<file path="config.mk">
export PLATFORM = sky130hd
export DESIGN_NAME = ars_sequencer
export DESIGN_NICKNAME = d
export VERILOG_FILES = /design/src/include/ars_pkg.sv /design/src/include/ars_tmr_if.sv /design/src/ars_timer.sv /design/src/ars_sequencer.sv
export SDC_FILE = /design/constraint.sdc
export NUM_CORES = 1
export LEC_CHECK = 0
export ABC_AREA = 0
export BUFFER_PORTS_ARGS = -buffer_cell sky130_fd_sc_hd__buf_2
export CAP_MARGIN = 20
export CELL_PAD_IN_SITES_DETAIL_PLACEMENT = 1
export CELL_PAD_IN_SITES_GLOBAL_PLACEMENT = 2
export CORE_ASPECT_RATIO = 0.5
export CORE_MARGIN = 3
export CORE_UTILIZATION = 39
export CTS_BUF_LIST = sky130_fd_sc_hd__clkbuf_8
export DETAILED_ROUTE_END_ITERATION = 8
export PLACE_DENSITY_LB_ADDON = 0.1
export SLEW_MARGIN = 20
export SYNTH_ARGS = -nofsm -noshare
export SYNTH_HDL_FRONTEND = slang
export SYNTH_SLANG_ARGS = --single-unit
</file>
<file path="constraint.sdc">
create_clock -name mclk -period 5.36 [get_ports mclk]
set_input_delay 0.536 -clock mclk [delete_from_list [all_inputs] [get_ports mclk]]
set_output_delay 0.536 -clock mclk [all_outputs]
set_load 0.01 [all_outputs]
</file>
<file path="src/include/ars_pkg.sv">
// package: constants and types for the abort release sequencer
`default_nettype none
package ars_pkg;
	localparam int NUM_DET = 6;
	localparam int NUM_IN = 8;
	localparam int IDX_ABORT = 6;
	localparam int IDX_MANUAL = 7;
	localparam int NUM_TMR = 3;
	localparam int TMR_W = 8;
	// clock and time base
	localparam int CLK_PERIOD_NS = 10;
	localparam int TICK_PERIOD_MS = 1000;
	localparam int TICK_CYCLES = TICK_PERIOD_MS * 1000000 / CLK_PERIOD_NS;
	localparam int HORN_BEATS_PER_MIN = 60;
	localparam int HORN_HALF_MS = 60 * 1000 / HORN_BEATS_PER_MIN / 2;
	localparam int HORN_HALF_CYCLES = HORN_HALF_MS * 1000000 / CLK_PERIOD_NS;
	// delays in seconds
	localparam int BASE_DELAY_S = 30;
	localparam int REARM_DELAY_S = 90;
	localparam int POST_ABORT_DELAY_S = BASE_DELAY_S + REARM_DELAY_S;
	localparam int TMR_BASE = 0;
	localparam int TMR_REARM = 1;
	localparam int TMR_POST = 2;
	localparam logic [NUM_TMR*TMR_W-1:0] TMR_LOADS = {
		8'(POST_ABORT_DELAY_S), 8'(REARM_DELAY_S), 8'(BASE_DELAY_S)};
	// register map, byte offsets
	localparam logic [3:0] OFS_CTRL = 4'h0;
	localparam logic [3:0] OFS_STATUS = 4'h4;
	localparam logic [3:0] OFS_LATCH = 4'h8;
	localparam logic [3:0] OFS_TIMERS = 4'hC;
	localparam int CTRL_ZONE_EN_BIT = 0;
	localparam logic [0:0] CTRL_RESET = 1'h1;
	// status field positions
	localparam int ST_FIRST = 0;
	localparam int ST_PRE = 1;
	localparam int ST_ABORTED = 2;
	localparam int ST_RELEASED = 3;
	localparam int ST_BELL = 4;
	localparam int ST_HORN = 5;
	localparam int ST_STROBE = 6;
	localparam int ST_AGENT = 7;
	localparam int ST_POWER = 8;
	localparam int ST_HVAC = 9;
	localparam int ST_ABORT_IN = 10;
	localparam int ST_MANUAL_IN = 11;
	typedef enum logic [1:0] {
		HORN_OFF = 2'b00,
		HORN_PULSE = 2'b01,
		HORN_CONT = 2'b10
	} ars_horn_t;
endpackage : ars_pkg
`default_nettype wire

</file>
<file path="src/include/ars_tmr_if.sv">
// interface: one delay timer and its controller
`default_nettype none
interface ars_tmr_if;
	logic run;
	logic tick;
	logic [7:0] remaining;
	logic expired;
	modport tmr (input run, input tick, output remaining, output expired);
	modport ctl (output run, output tick, input remaining, input expired);
endinterface : ars_tmr_if
`default_nettype wire

</file>
<file path="src/ars_timer.sv">
// seconds countdown timer that reloads while disabled
`default_nettype none
module ars_timer
	import ars_pkg::*;
#(
	parameter logic [TMR_W-1:0] LOAD = 8'h1E
) (
	input wire logic mclk,
	input wire logic reset,
	input wire logic ce,
	ars_tmr_if.tmr bus
);
	logic [TMR_W-1:0] count_q;

	always_ff @(posedge mclk) begin
		if (reset) begin
			count_q <= LOAD;
		end else if (ce) begin
			if (!bus.run) begin
				count_q <= LOAD;
			end else if (bus.tick && count_q != 8'h00) begin
				count_q <= count_q - 8'h01;
			end
		end
	end

	assign bus.remaining = count_q;
	assign bus.expired = bus.run && count_q == 8'h00;
endmodule : ars_timer
`default_nettype wire

</file>
<file path="src/ars_sequencer.sv">
// top: release sequencer for one suppression zone with abort handling
// What this block does
// - first alarm flag sets once, on any detector
// - bell switched on by first alarm and by abort in pre-release
// - two or more detectors set pre-release flag
// - pre-release: bell off, horn pulsing, strobe steady
// - shutdowns asserted at pre-release and at release
// - base countdown runs while pre-release, no abort
// - held abort stops the countdown
// - expiry releases agent, horn goes continuous
// - abort in pre-release: bell back, horn/strobe off
// - after release abort has no effect
// - rearm timer restores pre-release signalling at expiry
// - post-abort timer releases agent and asserts shutdowns
// - post-abort delay is base plus rearm delay
// - manual release bypasses all delays and abort
// - detector alarms latch until system reset
`default_nettype none
module ars_sequencer
	import ars_pkg::*;
#(
	parameter int TICK_CNT = TICK_CYCLES,
	parameter int HORN_HALF_CNT = HORN_HALF_CYCLES
) (
	input wire logic mclk,
	input wire logic reset,
	input wire logic ce,
	input wire logic [3:0] avs_address,
	input wire logic avs_read,
	input wire logic avs_write,
	input wire logic [31:0] avs_writedata,
	input wire logic [3:0] avs_byteenable,
	output logic [31:0] avs_readdata,
	output logic avs_waitrequest,
	input wire logic [NUM_DET-1:0] detector_in,
	input wire logic abort_in,
	input wire logic manual_release_in,
	output logic bell_out,
	output logic horn_out,
	output logic strobe_out,
	output logic agent_release_out,
	output logic power_shutdown_out,
	output logic hvac_shutdown_out
);
	logic [NUM_IN-1:0] pins;
	logic [NUM_IN-1:0] s1_q;
	logic [NUM_IN-1:0] s2_q;
	logic [NUM_IN-1:0] s3_q;
	logic [NUM_IN-1:0] filt_q;
	logic [NUM_DET-1:0] latch_q;
	logic [NUM_DET-1:0] latch_d;
	logic zone_en_q;
	logic first_alarm_flag;
	logic prerelease_flag;
	logic abort_occurred_flag;
	logic released_flag;
	logic pre_d;
	logic abort_f;
	logic manual_f;
	logic abort_evt;
	logic release_evt;
	logic rearm_evt;
	logic pre_entry;
	logic first_entry;
	ars_horn_t horn_mode_q;
	logic bell_q;
	logic horn_q;
	logic strobe_q;
	logic agent_q;
	logic power_q;
	logic hvac_q;
	logic [31:0] tick_cnt_q;
	logic tick;
	logic [31:0] horn_cnt_q;
	logic horn_phase_q;
	logic [NUM_TMR-1:0] run_v;
	logic [NUM_TMR-1:0] exp_v;
	logic [NUM_TMR*TMR_W-1:0] remain_v;
	logic ack_q;
	logic [31:0] rdata_q;
	logic [31:0] status_w;

	assign pins = {manual_release_in, abort_in, detector_in};

	// three-stage synchroniser per pin, change taken when stages 2 and 3 agree
	genvar gi;
	generate
		for (gi = 0; gi < NUM_IN; gi++) begin : g_sync
			always_ff @(posedge mclk) begin
				if (reset) begin
					s1_q[gi] <= 1'b0;
					s2_q[gi] <= 1'b0;
					s3_q[gi] <= 1'b0;
					filt_q[gi] <= 1'b0;
				end else if (ce) begin
					s1_q[gi] <= pins[gi];
					s2_q[gi] <= s1_q[gi];
					s3_q[gi] <= s2_q[gi];
					if (s2_q[gi] == s3_q[gi]) begin
						filt_q[gi] <= s3_q[gi];
					end
				end
			end
		end
	endgenerate

	assign abort_f = filt_q[IDX_ABORT];
	assign manual_f = filt_q[IDX_MANUAL];

	// detector alarms latch until reset
	always_comb begin
		latch_d = latch_q;
		if (zone_en_q) begin
			latch_d = latch_q | filt_q[NUM_DET-1:0];
		end
	end

	always_ff @(posedge mclk) begin
		if (reset) begin
			latch_q <= '0;
		end else if (ce) begin
			latch_q <= latch_d;
		end
	end

	// more than one latched alarm: clear lowest set bit and test remainder
	assign pre_d = (latch_q & (latch_q - 6'h01)) != 6'h00;
	assign first_entry = (|latch_q) && !first_alarm_flag;
	assign pre_entry = pre_d && !prerelease_flag;
	assign abort_evt = abort_f && prerelease_flag && !released_flag;
	assign rearm_evt = exp_v[TMR_REARM] && !released_flag;
	assign release_evt = !released_flag
		&& (exp_v[TMR_BASE] || exp_v[TMR_POST] || manual_f);

	// sequence flags
	always_ff @(posedge mclk) begin
		if (reset) begin
			first_alarm_flag <= 1'b0;
			prerelease_flag <= 1'b0;
			abort_occurred_flag <= 1'b0;
			released_flag <= 1'b0;
		end else if (ce) begin
			if (first_entry) begin
				first_alarm_flag <= 1'b1;
			end
			if (pre_d) begin
				prerelease_flag <= 1'b1;
			end
			if (abort_evt) begin
				abort_occurred_flag <= 1'b1;
			end
			if (release_evt) begin
				released_flag <= 1'b1;
			end
		end
	end

	// timer enables
	always_comb begin
		run_v[TMR_BASE] = prerelease_flag && !abort_f
			&& !abort_occurred_flag && !released_flag;
		run_v[TMR_REARM] = abort_occurred_flag && !released_flag && !abort_f;
		run_v[TMR_POST] = abort_occurred_flag && !released_flag && !abort_f;
	end

	// one-second time base, restarted while no timer runs
	always_ff @(posedge mclk) begin
		if (reset) begin
			tick_cnt_q <= '0;
		end else if (ce) begin
			if (run_v == '0 || tick) begin
				tick_cnt_q <= '0;
			end else begin
				tick_cnt_q <= tick_cnt_q + 32'h00000001;
			end
		end
	end

	assign tick = tick_cnt_q == 32'(TICK_CNT - 1);

	generate
		for (gi = 0; gi < NUM_TMR; gi++) begin : g_tmr
			ars_tmr_if t_if ();
			ars_timer #(
				.LOAD(TMR_LOADS[gi*TMR_W +: TMR_W])
			) u_tmr (
				.mclk(mclk),
				.reset(reset),
				.ce(ce),
				.bus(t_if.tmr)
			);
			assign t_if.run = run_v[gi];
			assign t_if.tick = tick;
			assign exp_v[gi] = t_if.expired;
			assign remain_v[gi*TMR_W +: TMR_W] = t_if.remaining;
		end
	endgenerate

	// notification appliances; release outranks abort, abort outranks rearm
	always_ff @(posedge mclk) begin
		if (reset) begin
			bell_q <= 1'b0;
			horn_mode_q <= HORN_OFF;
			strobe_q <= 1'b0;
		end else if (ce) begin
			if (release_evt) begin
				bell_q <= 1'b0;
				horn_mode_q <= HORN_CONT;
				strobe_q <= 1'b1;
			end else if (abort_evt) begin
				bell_q <= 1'b1;
				horn_mode_q <= HORN_OFF;
				strobe_q <= 1'b0;
			end else if (rearm_evt) begin
				bell_q <= 1'b0;
				horn_mode_q <= HORN_PULSE;
				strobe_q <= 1'b1;
			end else if (pre_entry) begin
				bell_q <= 1'b0;
				horn_mode_q <= HORN_PULSE;
				strobe_q <= 1'b1;
			end else if (first_entry) begin
				bell_q <= 1'b1;
			end
		end
	end

	// pulsing pattern, phase restarts whenever the horn is not pulsing
	always_ff @(posedge mclk) begin
		if (reset) begin
			horn_cnt_q <= '0;
			horn_phase_q <= 1'b1;
		end else if (ce) begin
			if (horn_mode_q != HORN_PULSE) begin
				horn_cnt_q <= '0;
				horn_phase_q <= 1'b1;
			end else if (horn_cnt_q == 32'(HORN_HALF_CNT - 1)) begin
				horn_cnt_q <= '0;
				horn_phase_q <= !horn_phase_q;
			end else begin
				horn_cnt_q <= horn_cnt_q + 32'h00000001;
			end
		end
	end

	always_ff @(posedge mclk) begin
		if (reset) begin
			horn_q <= 1'b0;
		end else if (ce) begin
			case (horn_mode_q)
				HORN_CONT: horn_q <= 1'b1;
				HORN_PULSE: horn_q <= horn_phase_q;
				default: horn_q <= 1'b0;
			endcase
		end
	end

	// release circuit and shutdowns stay on until reset
	always_ff @(posedge mclk) begin
		if (reset) begin
			agent_q <= 1'b0;
			power_q <= 1'b0;
			hvac_q <= 1'b0;
		end else if (ce) begin
			if (release_evt) begin
				agent_q <= 1'b1;
			end
			if (pre_entry || release_evt) begin
				power_q <= 1'b1;
				hvac_q <= 1'b1;
			end
		end
	end

	assign bell_out = bell_q;
	assign horn_out = horn_q;
	assign strobe_out = strobe_q;
	assign agent_release_out = agent_q;
	assign power_shutdown_out = power_q;
	assign hvac_shutdown_out = hvac_q;

	always_comb begin
		status_w = '0;
		status_w[ST_FIRST] = first_alarm_flag;
		status_w[ST_PRE] = prerelease_flag;
		status_w[ST_ABORTED] = abort_occurred_flag;
		status_w[ST_RELEASED] = released_flag;
		status_w[ST_BELL] = bell_q;
		status_w[ST_HORN] = horn_q;
		status_w[ST_STROBE] = strobe_q;
		status_w[ST_AGENT] = agent_q;
		status_w[ST_POWER] = power_q;
		status_w[ST_HVAC] = hvac_q;
		status_w[ST_ABORT_IN] = abort_f;
		status_w[ST_MANUAL_IN] = manual_f;
	end

	// avalon slave: one wait cycle, then the access completes
	assign avs_waitrequest = (avs_read || avs_write) && !ack_q;

	always_ff @(posedge mclk) begin
		if (reset) begin
			ack_q <= 1'b0;
		end else if (ce) begin
			ack_q <= (avs_read || avs_write) && !ack_q;
		end
	end

	always_ff @(posedge mclk) begin
		if (reset) begin
			rdata_q <= '0;
		end else if (ce && avs_read && !ack_q) begin
			if (avs_address == OFS_CTRL) begin
				rdata_q <= {31'h0, zone_en_q};
			end else if (avs_address == OFS_STATUS) begin
				rdata_q <= status_w;
			end else if (avs_address == OFS_LATCH) begin
				rdata_q <= {26'h0, latch_q};
			end else if (avs_address == OFS_TIMERS) begin
				rdata_q <= {8'h00, remain_v};
			end else begin
				rdata_q <= '0;
			end
		end
	end

	assign avs_readdata = rdata_q;

	always_ff @(posedge mclk) begin
		if (reset) begin
			zone_en_q <= CTRL_RESET[0];
		end else if (ce && avs_write && ack_q) begin
			if (avs_address == OFS_CTRL && avs_byteenable[0]) begin
				zone_en_q <= avs_writedata[CTRL_ZONE_EN_BIT];
			end
		end
	end
endmodule : ars_sequencer
`default_nettype wire

</file>
==> flow_summary.ini <==
[grt]
overflow = 0
grt_max_degree = 69
grt_pass1_vias = 6409
antenna_found_initial = 0
grt_usage_pct = 18.7
grt_pass1_wl_mm = 32.5

[timing]
relSlewSlack_pct = 34.3
setup_tns_ps = 0
worstMarginPinSlew_ps = 978
post-route-period-util_pct = 50.5
slew_viol_final = 0
setup_viol = 0
skew_ps = 14.0
rsz0062_at_grt = no
hold_viol = 0
fmax_mhz = 369
min_period_ps = 2710

[clocking]
numCtsBuffers = 17
htree_num_levels = 4
cts_tree = done
clock-root-buffer = clkbuf_8
cts.clk_slew.worst_paths_ps = 90
cts.sinks = 163
post_cts_buffers = 0
cts_buffer_depth = 2
cts-resized-gates = 0
cts_hold_buf = 0
worstSkewPairLatency_ps = 460

[critical_path]
reg2reg_from = tick_cnt_q[0]
rrSetupSlack_ps = 2650
critPathRequiredTime_ps = 5710
cp_top_family = compound AO/OA/AOI/OAI gates
crit_chain = ha_1 > nor4b_1 > nand4_1 > o41ai_2 > a31oi_1 > a41o_1
critPathCaptureType = register
crit_buf_inv = 0
reg2reg_depth = 6
r2r-end = g_tmr[2].u_tmr.bus.remaining[7]
worstPathMaxFanout = 7
critPathSlowestCell = o41ai_2
worst_path_largest_cell_delay_ps = 790
critPathLaunchType = register
crit_arrival_ps = 3060
path_class = register to register

[layout]
n_antenna_cell = 0
drive_above_1_share_pct = 12.3
final_net_count = 956
mostFrequentLayoutCell = dfxtp_1
fillers = 2219
final_cell_mix = 163 x dfxtp_1, 120 x nor2_1, 55 x nand2_1
syn2layout_area_growth_pct = 11.1

[drt]
drc_errors = 0
routed_via_density = 5.43
antenna_left = 0
first_pass_iters = 4
detail_route.wl_per_cell_um = 16.5
vias = 6321
wirelength_mm = 19.3
drtIter0Drc = 295

[hold_path]
min_path_type = primary input to register
min_to = zone_en_q
worstHoldPathCells = 3
hp-start = avs_writedata[0]

[yosys]
synth_edf_count = 0
netlist.top_cell.by_area = dfxtp_1
synthTopCellsByArea = dfxtp_1 44%, nor2_1 6.0%, xor2_1 4.7%
ys_types = 56
synthArstFlopShare_pct = 0
synth_flop_cell = dfxtp_1
syn_area_um2 = 7490
synth_cells = 864
yosysSeqAreaShare_pct = 43.5
yosysTopAreaCellShare_pct = 43.5
yosys_warnings = 0
syn_area_per_cell_um2 = 8.67
synth-seq-cells = 163

[die]
core_um2 = 18600
start_util_pct = 40.3
io_pins = 92
die_w_um = 202
dieHeight_um = 104
num_rows = 35
die-area_um2 = 21000

[pwr]
totalPowerFinal_mw = 2.27
ir_drop_uv = 133
p_leak_nw = 3.18
power_density_nw_per_um2 = 272

[placement]
port_buffers = 49
globalplace.congestion = 0.754
dp_hpwl_mm = 13.2

[status]
outcome = completed

[job]
drv_cap = 0
[metal layers]
metal,global-route usage (%),up-vias,part of all wire (%)
met5,0,-,0
met4,5.12,0,0.54
met3,3.56,9,2.9
met2,29.8,66,44
met1,26.0,3110,52
li1,-,3136,-
[final cells by class]
cell class              count  area [µm²]  area share, %
clock inverters            15         169           2.03
clock buffers              17         234           2.81
well taps                 259         324           3.89
flip-flops and latches    163        3260           39.2
multi-input cells         631        3930           47.2
inverters                  22        82.6          0.991
repair buffers             58         328           3.94
[logic make-up (layout without fill, tap and decap cells)]
| kind of cell | count (synthesis) | after routing | synth area share (%) |
|---|---|---|---|
| muxes | 36 | 36 | 5.11 |
| AOI/OAI and AO/OA | 134 | 134 | 11.9 |
| buffers and inverters | 77 | 112 | 4.49 |
| and+or+nand+nor | 381 | 381 | 26.0 |
| DFF | 163 | 163 | 43.5 |
| xor gates and xnor gates | 62 | 62 | 7.25 |
| other | 1 | 8 | 0.0500 |
| adders and majority gates | 10 | 10 | 1.67 |
[power breakdown]
group / internal, mW / total [mW] / switching, mW
Combinational: 0.0357 / 0.111 / 0.0748
Sequential: 1.22 / 1.23 / 0.00917
Clock: 0.426 / 0.925 / 0.499
[cell usage after synthesis (all sizes together) (3+ instances only)]
library cell,n
nand3b,4
and2,4
nand2,55
nor3,46
and3,22
a22oi,24
mux2i,27
or3,6
nor2,120
buf,22
nor4,21
inv,21
a21oi,38
nand2b,5
nand4,34
o21ai,27
xnor2,22
nor4b,6
ha,10
a31oi,8
mux2,8
nor3b,5
xor2,40
dfxtp,163
and4,14
o41a,3
or4,3
a21o,10
o41ai,4
nand3,28
a22o,5
a31o,3
clkbuf,33
[worst max-delay path by stage]
stage	startpoint	endpoint	slack, ps	cells after the start
after floorplan	avs_address[2]	avs_readdata[14]	3220	6
after global placement	ce	horn_cnt_q[11]	2520	7
after detailed placement	ce	tick_cnt_q[28]	2540	7
after CTS	tick_cnt_q[0]	tick_cnt_q[24]	2720	7
after global routing	tick_cnt_q[0]	tick_cnt_q[31]	2500	7
final	tick_cnt_q[0]	g_tmr[2].u_tmr.bus.remaining[7]	2650	6
[metrics by stage]
stage / setup slack, ps / instances / util (%) / hold WS (ps) / area (µm²)
3_5_place_dp: 2540 / 1133 / 42.6 / 449 / 7930
4_1_cts: 2720 / 1165 / 44.8 / 257 / 8330
6_report: 2650 / 1165 / 44.8 / 304 / 8330
5_1_grt: 2500 / 1165 / 44.8 / 296 / 8330
3_3_place_gp: 2520 / 1133 / 42.6 / 446 / 7930
2_1_floorplan: 3220 / 871 / - / 436 / 7520
[flip-flops by register name, summed over array words and instances (netlist names), 2 cells and up]
signal / cells
avs_readdata: 24
s3_q: 8
filt_q: 6
s2_q: 8
latch_q: 6
s1_q: 8
horn_cnt_q: 32
tick_cnt_q: 32
g_tmr.u_tmr.bus.remaining: 24
horn_mode_q: 2
[worst min-delay path, stage by stage]
cell and delay, ps:
buf_2 80, mux2i_1 60, nand2_1 60
(Power assumes the default switching activity.)
